[config.mk]
export PLATFORM = sky130hd
export DESIGN_NAME = rsc_top
export DESIGN_NICKNAME = d
export VERILOG_FILES = /design/src/rsc_pkg.sv /design/src/rsc_lowv_if.sv /design/src/rsc_top.sv /design/src/rsc_lowv_filter.sv
export SDC_FILE = /design/constraint.sdc
export NUM_CORES = 1
export LEC_CHECK = 0
export BUFFER_PORTS_ARGS = -buffer_cell sky130_fd_sc_hd__buf_2
export CORE_UTILIZATION = 35
export DETAILED_ROUTE_END_ITERATION = 16
export GPL_ROUTABILITY_DRIVEN = 0
export PLACE_DENSITY = 0.67
export SLEW_MARGIN = 20
export SYNTH_ARGS = -nofsm -noshare
export SYNTH_HDL_FRONTEND = slang
export SYNTH_HIERARCHICAL = 1
export SYNTH_SLANG_ARGS = --single-unit
[constraint.sdc]
create_clock -name clock_i -period 4.6 [get_ports clock_i]
set_input_delay 0.92 -clock clock_i [delete_from_list [all_inputs] [get_ports clock_i]]
set_output_delay 0.92 -clock clock_i [all_outputs]
set_load 0.005 [all_outputs]
[src/rsc_pkg.sv]
// Purpose: Shared constants and types of the reset source controller.
// Assumes: 250 MHz system clock, 32-bit AHB-Lite register port.
// Notes: All offsets are byte addresses of aligned words.
package rsc_pkg;

   // Timing
   localparam int CLK_PERIOD_NS = 4;
   localparam int STARTUP_WAIT_CYC = 1024;
   localparam int TICK_NS = 1000;
   localparam int TICK_CYC = TICK_NS / CLK_PERIOD_NS;
   localparam int LOW_SUPPLY_QUALIFY_TIME_MS = 1;
   localparam int LOW_SUPPLY_QUALIFY_TICKS = (LOW_SUPPLY_QUALIFY_TIME_MS * 1000000) / TICK_NS;
   localparam logic [10:0] STARTUP_LAST = 11'(STARTUP_WAIT_CYC - 1);
   localparam logic [7:0] TICK_LAST = 8'(TICK_CYC - 1);

   // Register byte offsets
   localparam logic [7:0] OFS_STATUS = 8'h00;
   localparam logic [7:0] OFS_INT_EN = 8'h04;
   localparam logic [7:0] OFS_TIMER_CTRL = 8'h08;
   localparam logic [7:0] OFS_PORT_DIR = 8'h0c;
   localparam logic [7:0] OFS_PORT_DATA = 8'h10;

   // Field positions
   localparam int STAT_EXPIRY_BIT = 0;
   localparam int STAT_SLEEP_BIT = 1;
   localparam int STAT_RUN_BIT = 2;
   localparam int STAT_CAUSE_LSB = 4;
   localparam int TCTL_RUN_BIT = 0;
   localparam int TCTL_PRE_CLR_BIT = 1;

   // Values after reset
   localparam logic [7:0] INT_EN_RST = 8'h00;
   localparam logic [7:0] PORT_DIR_RST = 8'hff;
   localparam logic [7:0] PORT_DATA_RST = 8'hff;

   // Last reset cause
   localparam logic [2:0] CAUSE_POWER_ON = 3'h1;
   localparam logic [2:0] CAUSE_PIN = 3'h2;
   localparam logic [2:0] CAUSE_LOW_SUPPLY = 3'h3;
   localparam logic [2:0] CAUSE_WDT_RUN = 3'h4;
   localparam logic [2:0] CAUSE_WDT_SLEEP = 3'h5;

   typedef enum logic [3:0] {
      RSC_HOLD = 4'h1,
      RSC_WAIT = 4'h2,
      RSC_RUN = 4'h4,
      RSC_SLEEP = 4'h8
   } rsc_state_t;

endpackage : rsc_pkg

[src/rsc_lowv_if.sv]
// Purpose: Carries the low-supply level, qualify tick and trip.
// Assumes: All signals on clock_i.
// Notes: The level is already synchronised by the top.
`timescale 1ns/100ps
interface rsc_lowv_if;
   logic low_level;
   logic tick;
   logic trip;
   modport filt (input low_level, input tick, output trip);
   modport ctl (output low_level, output tick, input trip);
endinterface : rsc_lowv_if

[src/rsc_top.sv]
// Purpose: Merges power-on, pin, low-supply and watchdog resets.
// Assumes: rst_n_i is the power-on reset; pin and supply inputs are asynchronous.
// Notes: Registers on AHB-Lite, zero wait states, always OKAY.
`timescale 1ns/100ps

module rsc_top #(
   parameter bit LOWV_EN = 1'b1,
   parameter logic [10:0] LOW_SUPPLY_QUALIFY_TICKS = 11'(rsc_pkg::LOW_SUPPLY_QUALIFY_TICKS)
) (
   input wire logic clock_i,
   input wire logic rst_n_i,
   input wire logic ext_nrst_pin_n_i,
   input wire logic low_supply_i,
   input wire logic watchdog_expiry_i,
   input wire logic sleep_cmd_i,
   input wire logic hsel_i,
   input wire logic [31:0] haddr_i,
   input wire logic [1:0] htrans_i,
   input wire logic hwrite_i,
   input wire logic [2:0] hsize_i,
   input wire logic [31:0] hwdata_i,
   input wire logic hready_i,
   output logic [31:0] hrdata_o,
   output logic hreadyout_o,
   output logic hresp_o,
   output logic core_run_o,
   output logic sleeping_o,
   output logic pc_clear_o,
   output logic sp_top_o,
   output logic watchdog_clear_o,
   output logic prescaler_clear_o,
   output logic timer_run_o,
   output logic [7:0] int_en_o,
   output logic [7:0] port_dir_o,
   output logic [7:0] port_data_o,
   output logic watchdog_expiry_flag_o,
   output logic sleep_entered_flag_o,
   output logic [2:0] reset_cause_o
);
   import rsc_pkg::*;

   typedef struct packed {
      rsc_state_t state;
      logic [10:0] wait_cnt;
      logic [7:0] tick_cnt;
      logic pin_s1;
      logic pin_s2;
      logic low_s1;
      logic low_s2;
      logic watchdog_expiry_flag;
      logic sleep_entered_flag;
      logic [2:0] cause;
      logic [7:0] int_en;
      logic timer_run;
      logic [7:0] port_dir;
      logic [7:0] port_data;
      logic pc_clr;
      logic sp_top;
      logic wdt_clr;
      logic pre_clr;
      logic wr_pend;
      logic [7:0] addr_q;
      logic [31:0] rdata;
      logic run;
      logic asleep;
   } rsc_st_t;

   rsc_st_t s_r;
   rsc_st_t s_nxt;
   rsc_lowv_if lif ();

   // Full reset of everything a pin, supply or running watchdog reset touches
   function automatic rsc_st_t full_reset(input rsc_st_t v);
      rsc_st_t r;
      r = v;
      r.int_en = INT_EN_RST;
      r.timer_run = 1'b0;
      r.pre_clr = 1'b1;
      r.port_dir = PORT_DIR_RST;
      r.port_data = PORT_DATA_RST;
      r.pc_clr = 1'b1;
      r.sp_top = 1'b1;
      r.wdt_clr = 1'b1;
      return r;
   endfunction : full_reset

   // Unmapped offsets read zero
   function automatic logic [31:0] reg_read(input logic [7:0] a, input rsc_st_t v);
      logic [31:0] d;
      d = 32'h0000_0000;
      if (a == OFS_STATUS) begin
         d[STAT_EXPIRY_BIT] = v.watchdog_expiry_flag;
         d[STAT_SLEEP_BIT] = v.sleep_entered_flag;
         d[STAT_RUN_BIT] = (v.state == RSC_RUN);
         d[STAT_CAUSE_LSB +: 3] = v.cause;
      end else if (a == OFS_INT_EN) begin
         d[7:0] = v.int_en;
      end else if (a == OFS_TIMER_CTRL) begin
         d[TCTL_RUN_BIT] = v.timer_run;
      end else if (a == OFS_PORT_DIR) begin
         d[7:0] = v.port_dir;
      end else if (a == OFS_PORT_DATA) begin
         d[7:0] = v.port_data;
      end
      return d;
   endfunction : reg_read

   // Pin outranks supply when both are seen together
   function automatic logic [2:0] ext_cause(input logic pin_seen);
      logic [2:0] c;
      c = CAUSE_LOW_SUPPLY;
      if (pin_seen) begin
         c = CAUSE_PIN;
      end
      return c;
   endfunction : ext_cause

   function automatic rsc_st_t wait_start(input rsc_st_t v);
      rsc_st_t r;
      r = v;
      r.state = RSC_WAIT;
      r.wait_cnt = 11'h000;
      return r;
   endfunction : wait_start

   logic accept;
   logic reset_req;
   logic tick;

   assign accept = hsel_i && hready_i && htrans_i[1];
   assign reset_req = !s_r.pin_s2 || lif.trip;
   // Divider restarts with the low level so the first tick is a full microsecond
   assign tick = s_r.low_s2 && (s_r.tick_cnt == TICK_LAST);
   assign lif.low_level = s_r.low_s2;
   assign lif.tick = tick;

   rsc_lowv_filter #(
      .LOWV_EN(LOWV_EN),
      .QUALIFY_TICKS(LOW_SUPPLY_QUALIFY_TICKS)
   ) u_lowv (
      .clock_i(clock_i),
      .rst_n_i(rst_n_i),
      .lif(lif.filt)
   );

   always_comb begin
      s_nxt = s_r;
      s_nxt.pc_clr = 1'b0;
      s_nxt.sp_top = 1'b0;
      s_nxt.wdt_clr = 1'b0;
      s_nxt.pre_clr = 1'b0;
      s_nxt.pin_s1 = ext_nrst_pin_n_i;
      s_nxt.pin_s2 = s_r.pin_s1;
      s_nxt.low_s1 = low_supply_i;
      s_nxt.low_s2 = s_r.low_s1;
      if (!s_r.low_s2 || tick) begin
         s_nxt.tick_cnt = 8'h00;
      end else begin
         s_nxt.tick_cnt = s_r.tick_cnt + 8'h01;
      end

      // Bus write data phase
      if (s_r.wr_pend) begin
         if (s_r.addr_q == OFS_INT_EN) begin
            s_nxt.int_en = hwdata_i[7:0];
         end else if (s_r.addr_q == OFS_TIMER_CTRL) begin
            s_nxt.timer_run = hwdata_i[TCTL_RUN_BIT];
            s_nxt.pre_clr = hwdata_i[TCTL_PRE_CLR_BIT];
         end else if (s_r.addr_q == OFS_PORT_DIR) begin
            s_nxt.port_dir = hwdata_i[7:0];
         end else if (s_r.addr_q == OFS_PORT_DATA) begin
            s_nxt.port_data = hwdata_i[7:0];
         end
      end
      s_nxt.wr_pend = accept && hwrite_i;
      if (accept) begin
         s_nxt.addr_q = haddr_i[7:0];
      end

      // Reset sequencing; pin and supply outrank the watchdog
      case (s_r.state)
         RSC_HOLD: begin
            // Held in reset; software writes cannot stick
            s_nxt = full_reset(s_nxt);
            if (!reset_req) begin
               s_nxt = wait_start(s_nxt);
            end
         end
         RSC_WAIT: begin
            // A late pin or supply reset restarts the whole start-up
            if (reset_req) begin
               s_nxt = full_reset(s_nxt);
               s_nxt.cause = ext_cause(!s_r.pin_s2);
               s_nxt.state = RSC_HOLD;
            end else if (s_r.wait_cnt == STARTUP_LAST) begin
               s_nxt.state = RSC_RUN;
            end else begin
               s_nxt.wait_cnt = s_r.wait_cnt + 11'h001;
            end
         end
         RSC_RUN: begin
            if (reset_req) begin
               s_nxt = full_reset(s_nxt);
               s_nxt.cause = ext_cause(!s_r.pin_s2);
               s_nxt.state = RSC_HOLD;
            end else if (watchdog_expiry_i) begin
               s_nxt = full_reset(s_nxt);
               s_nxt.watchdog_expiry_flag = 1'b1;
               s_nxt.cause = CAUSE_WDT_RUN;
               s_nxt = wait_start(s_nxt);
            end else if (sleep_cmd_i) begin
               s_nxt.sleep_entered_flag = 1'b1;
               s_nxt.watchdog_expiry_flag = 1'b0;
               s_nxt.wdt_clr = 1'b1;
               s_nxt.state = RSC_SLEEP;
            end
         end
         RSC_SLEEP: begin
            if (reset_req) begin
               s_nxt = full_reset(s_nxt);
               s_nxt.cause = ext_cause(!s_r.pin_s2);
               s_nxt.state = RSC_HOLD;
            end else if (watchdog_expiry_i) begin
               // Only program counter and stack pointer; all else kept
               s_nxt.pc_clr = 1'b1;
               s_nxt.sp_top = 1'b1;
               s_nxt.watchdog_expiry_flag = 1'b1;
               s_nxt.cause = CAUSE_WDT_SLEEP;
               s_nxt = wait_start(s_nxt);
            end
         end
         default: begin
            s_nxt = full_reset(s_nxt);
            s_nxt.state = RSC_HOLD;
         end
      endcase

      // Registered so run and sleep outputs come straight from flops
      s_nxt.run = (s_nxt.state == RSC_RUN);
      s_nxt.asleep = (s_nxt.state == RSC_SLEEP);

      // Read sees the write of the same cycle
      if (accept && !hwrite_i) begin
         s_nxt.rdata = reg_read(haddr_i[7:0], s_nxt);
      end
   end

   always_ff @(posedge clock_i or negedge rst_n_i) begin
      if (!rst_n_i) begin
         s_r <= '0;
         s_r.state <= RSC_HOLD;
         s_r.watchdog_expiry_flag <= 1'b0;
         s_r.sleep_entered_flag <= 1'b0;
         s_r.cause <= CAUSE_POWER_ON;
         s_r.int_en <= INT_EN_RST;
         s_r.port_dir <= PORT_DIR_RST;
         s_r.port_data <= PORT_DATA_RST;
         s_r.pc_clr <= 1'b1;
         s_r.sp_top <= 1'b1;
         s_r.wdt_clr <= 1'b1;
         s_r.pre_clr <= 1'b1;
      end else begin
         s_r <= s_nxt;
      end
   end

   assign hrdata_o = s_r.rdata;
   // No wait states; every register answers at once
   assign hreadyout_o = 1'b1;
   assign hresp_o = 1'b0;
   assign core_run_o = s_r.run;
   assign sleeping_o = s_r.asleep;
   assign pc_clear_o = s_r.pc_clr;
   assign sp_top_o = s_r.sp_top;
   assign watchdog_clear_o = s_r.wdt_clr;
   assign prescaler_clear_o = s_r.pre_clr;
   assign timer_run_o = s_r.timer_run;
   assign int_en_o = s_r.int_en;
   assign port_dir_o = s_r.port_dir;
   assign port_data_o = s_r.port_data;
   assign watchdog_expiry_flag_o = s_r.watchdog_expiry_flag;
   assign sleep_entered_flag_o = s_r.sleep_entered_flag;
   assign reset_cause_o = s_r.cause;

endmodule : rsc_top

[src/rsc_lowv_filter.sv]
// Purpose: Qualifies the low-supply indication before it may reset.
// Assumes: One tick per microsecond, aligned to the start of the low level.
// Notes: Disabled builds never trip.
`timescale 1ns/100ps
module rsc_lowv_filter #(
   parameter bit LOWV_EN = 1'b1,
   parameter logic [10:0] QUALIFY_TICKS = 11'd1000
) (
   input wire logic clock_i,
   input wire logic rst_n_i,
   rsc_lowv_if.filt lif
);
   import rsc_pkg::*;

   typedef struct packed {
      logic [10:0] cnt;
      logic trip;
   } rsc_filt_st_t;

   rsc_filt_st_t s_r;
   rsc_filt_st_t s_nxt;

   always_comb begin
      s_nxt = s_r;
      if (!lif.low_level) begin
         s_nxt.cnt = 11'h000;
         s_nxt.trip = 1'b0;
      end else if (lif.tick) begin
         // One extra tick so that exactly the qualify time never trips
         if (s_r.cnt == QUALIFY_TICKS) begin
            s_nxt.trip = 1'b1;
         end else begin
            s_nxt.cnt = s_r.cnt + 11'h001;
         end
      end
      if (!LOWV_EN) begin
         s_nxt.trip = 1'b0;
      end
   end

   always_ff @(posedge clock_i or negedge rst_n_i) begin
      if (!rst_n_i) begin
         s_r <= '0;
      end else begin
         s_r <= s_nxt;
      end
   end

   assign lif.trip = s_r.trip;

endmodule : rsc_lowv_filter

==> results of run 1 <==
## cell usage in the layout (no fill, tap or decap), drive strengths merged, types with 9 or more instances in the layout
master / synthesis / layout
nor2: 39 / 39
nand3: 21 / 21
nor3: 9 / 9
clkbuf: 12 / 9
mux2i: 13 / 13
conb: 2 / 26
o21ai: 29 / 29
inv: 13 / 14
nand2: 43 / 43
o31ai: 9 / 9
mux2: 13 / 13
dfstp: 21 / 21
buf: 68 / 71
dfrtp: 70 / 70
a21oi: 24 / 24
## cells by family (layout without fill, tap and decap cells)
| logic type | count (synthesis) | in the layout | share of synthesized area (%) |
|---|---|---|---|
| compound gates | 109 | 109 | 15.7 |
| xor+xnor | 11 | 11 | 1.87 |
| fa+ha+maj | 5 | 5 | 1.22 |
| buf+inv | 94 | 101 | 12.0 |
| flops | 91 | 91 | 44.7 |
| mux | 26 | 26 | 5.37 |
| other cells | 2 | 26 | 0.146 |
| simple gates | 176 | 176 | 19.0 |
## layout make-up
| type | instances | area (µm²) |
|---|---|---|
| Timing Repair Buffer | 71 | 363 |
| Clock inverter | 7 | 91.3 |
| Fill cell | 1409 | 8510 |
| Inverter | 14 | 57.6 |
| Sequential cell | 91 | 2300 |
| Multi-Input combinational cell | 353 | 2320 |
| Clock buffer | 9 | 225 |
| Tap cell | 180 | 225 |
## power breakdown
| group | switching [W] | leakage [nW] | internal [W] |
|---|---|---|---|
| logic | 0.000120 | 1.14 | 0.0000757 |
| registers | 0.0000444 | 1.15 | 0.000843 |
| clock network | 0.000316 | 0.156 | 0.000475 |
| total | 0.000481 | 2.44 | 0.00139 |
## per-layer routing
layer	GRT usage [%]	part of all wire, %	vias up
met5	0	0	-
met4	3.61	1.2	0
met1	21.8	46	1929
met2	24.0	48	125
li1	-	-	1809
met3	2.72	4.6	10
## stage by stage
| step | util (%) | total power (W) |
|---|---|---|
| final | 39.6 | 0.00187 |
| after global placement | 37.4 | 0.00109 |
| after detailed placement | 37.4 | 0.00110 |
| after global routing | 39.6 | 0.00195 |
| after CTS | 39.6 | 0.00189 |
| after floorplan | - | 0.00106 |
## state kept, by name (all words and copies together), names as in the netlist, 3 cells and up
register,cells
s_r,35
u_lowv/s_r,11
port_dir_o,8
int_en_o,8
reset_cause_o,3
hrdata_o,8
port_data_o,8
## worst max-delay path by stage
stage	end	slack, ns	cells after the start
6_report	hrdata_o[3]	1.64	6
5_1_grt	hrdata_o[3]	1.48	6
4_1_cts	hrdata_o[3]	1.63	6
3_5_place_dp	hrdata_o[7]	1.32	6
3_3_place_gp	hrdata_o[3]	1.44	6
2_1_floorplan	hrdata_o[1]	1.96	6
==> impl_metrics.env, run 1 <==
export IMPL_skew_ns=0.00617
export IMPL_overflow=0
export IMPL_ios=148
export IMPL_finalMaxSlewViolations=0
export IMPL_htreeDepth=3
export IMPL_fin_ws_ns=1.64
export IMPL_rsz0062_at_grt="false"
export IMPL_leakage_nw=2.44
export IMPL_synthTopCellsByArea="dfrtp_1 (34%), dfstp_2 (11%), buf_4 (9.2%)"
export IMPL_worstSetupStartpoint="htrans_i[1]"
export IMPL_endpoint_kind="flop"
export IMPL_synthDistinctLibCells=73
export IMPL_critical_path_top_delay_family="simple AND/OR/NAND/NOR gates"
export IMPL_cts_hold_buf=0
export IMPL_antenna_cells=0
export IMPL_synth_top_area_share_pct=34.0
export IMPL_synth_most_common_cell="dfrtp_1"
export IMPL_grt_max_degree=72
export IMPL_dr_first_iter_drc_count=381
export IMPL_holdPathStages=0
export IMPL_row_count=43
export IMPL_synthArstFlopShare_pct=100
export IMPL_reg2reg_depth=7
export IMPL_dieArea_mm2=0.0152
export IMPL_drive_gt1_share_pct=28.8
export IMPL_dp_cells=709
export IMPL_dp_hpwl_mm=8.23
export IMPL_clock_root_buffer="clkbuf_16"
export IMPL_drv_cap=0
export IMPL_fin_area_mm2=0.00558
export IMPL_clk_pin_slew_ns=0.07
export IMPL_avgSynthCellArea_um2=10.0
export IMPL_slew_headroom_pct=30.1
export IMPL_antenna_found_initial=0
export IMPL_regToRegStartpoint="s_r[84]"
export IMPL_ys_seq_area_share_pct=44.7
export IMPL_cp_max_fo=12
export IMPL_detail_route_first_pass_iterations=5
export IMPL_synth_top_flop_cell="dfrtp_1"
export IMPL_synth_top_cells_by_count="dfrtp_1 (70), buf_4 (63), nand2_1 (41)"
export IMPL_place_area_mm2=0.00527
export IMPL_ir_drop_mv=0.166
export IMPL_drt_total_wl_mm=11.4
export IMPL_r2r_end="u_lowv/s_r[10]"
export IMPL_max_freq_ghz=0.338
export IMPL_vias=3873
export IMPL_nets=623
export IMPL_cts_tree="done"
export IMPL_pre_cts_slack_ns=1.32
export IMPL_critPathMaxStageDelay_ns=0.77
export IMPL_clk_latency_ns=0.34
export IMPL_cp_start_kind="input pin"
export IMPL_track_usage_pct=15.3
export IMPL_synthCells=514
export IMPL_cpMaxStageDelayCell="nor2_1"
export IMPL_hold_class="reg -> reg"
export IMPL_path_class="in -> reg"
export IMPL_grt_pass1_wl_mm=18.3
export IMPL_syn_to_final_growth_pct=8.41
export IMPL_syn_area_mm2=0.00515
export IMPL_fin_crit_ns=2.96
export IMPL_post_route_period_util_pct=64.4
export IMPL_die_w_um=123
export IMPL_postCtsSetupBuffers=0
export IMPL_cp_cell_sequence="buf_2 > nand3_1 > nor2_1 > o31ai_1 > or4_1 > o2111ai_1"
export IMPL_hold_viol=0
export IMPL_setup_violations=0
export IMPL_core_area_mm2=0.0141
export IMPL_hp_start="s_r[78]"
export IMPL_r2r_setup_slack_ns=1.91
export IMPL_hold_slack_ns=0.349
export IMPL_avgViaCountPerCell=5.34
export IMPL_ctsResizeCount=0
export IMPL_finalSetupTns_ns=0
export IMPL_worstMarginPinSlew_ns=1.04
export IMPL_die_height_um=123
export IMPL_final_cells=725
export IMPL_grt_pass1_vias=3627
export IMPL_ys_seq_elements=91
export IMPL_cts_sinks=91
export IMPL_start_util_pct=36.5
export IMPL_whs_endpoint="lif.low_level"
export IMPL_synth_edf_count=0
export IMPL_antenna_left=0
export IMPL_yosysWarnings=6
export IMPL_p_per_area_mw_per_mm2=336
export IMPL_portBuffers=69
export IMPL_synth_top_cell_by_area="dfrtp_1"
export IMPL_clk_path_buf_depth=2
export IMPL_run_status="complete, no violations"
export IMPL_timing_critical_path_buf_inv=1
export IMPL_wl_per_cell_um=15.8
export IMPL_crit_required_ns=4.84
export IMPL_drc=0
export IMPL_worstPathArrival_ns=3.20
export IMPL_numCtsBuffers=9
No activity file was read; power rests on OpenSTA's default activity.
==> run 2, diff against run 1 <==
PLACE_DENSITY = 0.69   (was 0.67)
clock period = 2.7 ns   (was 4.6 ns; I/O delays follow)
==> run 2 against run 1 <==
Global-route usage barely moved. Final cell count rose by 1.5%. Utilization rose by 1.1 points. Die area did not move. Sequential share of layout area fell by 1.1 points. Setup slack got worse by 1.3 ns. Sequential power rose by 70%. Critical endpoint is now hrdata_o[0]. Total power rose by 82%. Clock power rose by 97%. Cell area rose by 2.8%. Largest cell class unchanged. Routed wire length fell by 0.73%.
==> impl_metrics.env, run 2 (synthesized netlist as in run 1, its figures left out) <==
export IMPL_cts_tree="done"
export IMPL_wl_per_cell_um=15.4
export IMPL_core_area_mm2=0.0141
export IMPL_antenna_left=0
export IMPL_track_usage_pct=15.3
export IMPL_post_route_period_util_pct=86.0
export IMPL_reg_top3="s_r (35), u_lowv/s_r (11)"
export IMPL_clk_pin_slew_ns=0.07
export IMPL_p_per_area_mw_per_mm2=595
export IMPL_endpoint_kind="flop"
export IMPL_final_util_pct=40.7
export IMPL_antenna_found_initial=0
export IMPL_syn_to_final_growth_pct=11.4
export IMPL_critPathMaxStageDelay_ns=0.57
export IMPL_worstPathArrival_ns=2.54
export IMPL_worstMarginPinSlew_ns=0.939
export IMPL_hold_viol=0
export IMPL_dr_first_iter_drc_count=401
export IMPL_portBuffers=69
export IMPL_skew_ns=0.00703
export IMPL_hold_class="in -> async"
export IMPL_drv_cap=0
export IMPL_ios=148
export IMPL_htreeDepth=3
export IMPL_finalMaxSlewViolations=0
export IMPL_worstSetupStartpoint="s_r[35]"
export IMPL_detail_route_first_pass_iterations=5
export IMPL_fin_crit_ns=2.32
export IMPL_avgViaCountPerCell=5.19
export IMPL_row_count=43
export IMPL_drt_total_wl_mm=11.3
export IMPL_final_cell_mix="dfrtp_1 (70), buf_2 (68), nand2_1 (41), nor2_1 (38), conb_1 (26)"
export IMPL_die_height_um=123
export IMPL_max_freq_ghz=0.430
export IMPL_vias=3820
export IMPL_crit_required_ns=2.92
export IMPL_cpMaxStageDelayCell="or4_1"
export IMPL_die_w_um=123
export IMPL_top_register="s_r"
export IMPL_leakage_nw=2.52
export IMPL_clk_path_buf_depth=2
export IMPL_run_status="complete, no violations"
export IMPL_ctsResizeCount=0
export IMPL_regToRegStartpoint="s_r[35]"
export IMPL_antenna_cells=0
export IMPL_layout_commonest_cell="dfrtp_1"
export IMPL_cts_sinks=91
export IMPL_dieArea_mm2=0.0152
export IMPL_dp_hpwl_mm=8.30
export IMPL_finalSetupTns_ns=0
export IMPL_overflow=0
export IMPL_nets=634
export IMPL_setup_violations=0
export IMPL_start_util_pct=36.5
export IMPL_largest_register_ffs=35
export IMPL_path_class="reg -> reg"
export IMPL_clk_latency_ns=0.34
export IMPL_cp_start_kind="flop"
export IMPL_rsz0062_at_grt="false"
export IMPL_slew_headroom_pct=36.8
export IMPL_cp_max_fo=4
export IMPL_grt_max_degree=49
export IMPL_cp_cell_sequence="or4_1 > or3_1 > and3_1 > o31a_1 > o22ai_1 > a21oi_1"
export IMPL_ir_drop_mv=0.302
export IMPL_clock_root_buffer="clkbuf_16"
export IMPL_grt_pass1_wl_mm=18.1
export IMPL_numCtsBuffers=9
export IMPL_drc=0
export IMPL_grt_pass1_vias=3528
export IMPL_cts_hold_buf=0
export IMPL_postCtsSetupBuffers=0
export IMPL_hold_slack_ns=0.203
export IMPL_drive_gt1_share_pct=30.2
-- run 2: cell count changes in the layout (fill, tap and decap cells not counted) --
cell,change
buf_4,+10
clkinv_2,-3
bufinv_16,+2
buf_12,+1
clkbuf_8,+1
clkinv_4,+1
inv_6,-1
-- run 2: final cells by class --
class / count / area, µm²
inverter: 14 / 57.6
multi-input combinational: 353 / 2320
tap: 180 / 225
fill: 1361 / 8360
sequential: 91 / 2300
clock buffer: 10 / 239
timing repair buffer: 82 / 458
clock inverter: 6 / 136
-- run 2: worst max-delay path: cells and delay by family (launching register included) --
kind            cells  cell delay, ns
compound gates      3            0.57
flops               1            0.39
simple gates        3            1.25
-- run 2: metrics by stage --
step | setup slack, ns | power, W | instance area (µm²) | instances
after global placement | 0.169 | 0.00187 | 5360 | 720
after detailed placement | 0.145 | 0.00188 | 5360 | 720
after global routing | 0.272 | 0.00355 | 5740 | 736
final | 0.377 | 0.00341 | 5740 | 736
after CTS | 0.386 | 0.00345 | 5740 | 736
after floorplan | 0.395 | 0.00181 | 5240 | 538
-- run 2: power by group --
part           total (W)  internal [W]  switching (W)
Clock            0.00156       0.00103       0.000535
Combinational   0.000343      0.000138       0.000206
Sequential       0.00151       0.00144      0.0000738
Total            0.00341       0.00260       0.000815
-- run 2: path summary, 6_finish.rpt --
kind,to,slack (ns),depth (start not counted)
setup / recovery,hrdata_o[0],0.38,6
hold / removal,int_en_o[7],0.20,1
setup reg to reg,hrdata_o[0],0.38,6
hold reg to reg,lif.low_level,0.35,0
max in group asynchronous,s_r[100],1.79,2
min in group clock_i,s_r[78],0.30,1
-- run 2: metal layers --
layer	track usage, %	vias up	share of wire [%]
met5	0	-	0
met2	23.8	103	48
met1	21.8	1884	46
met3	3.27	9	5.1
li1	-	1824	-
met4	3.16	0	1.3
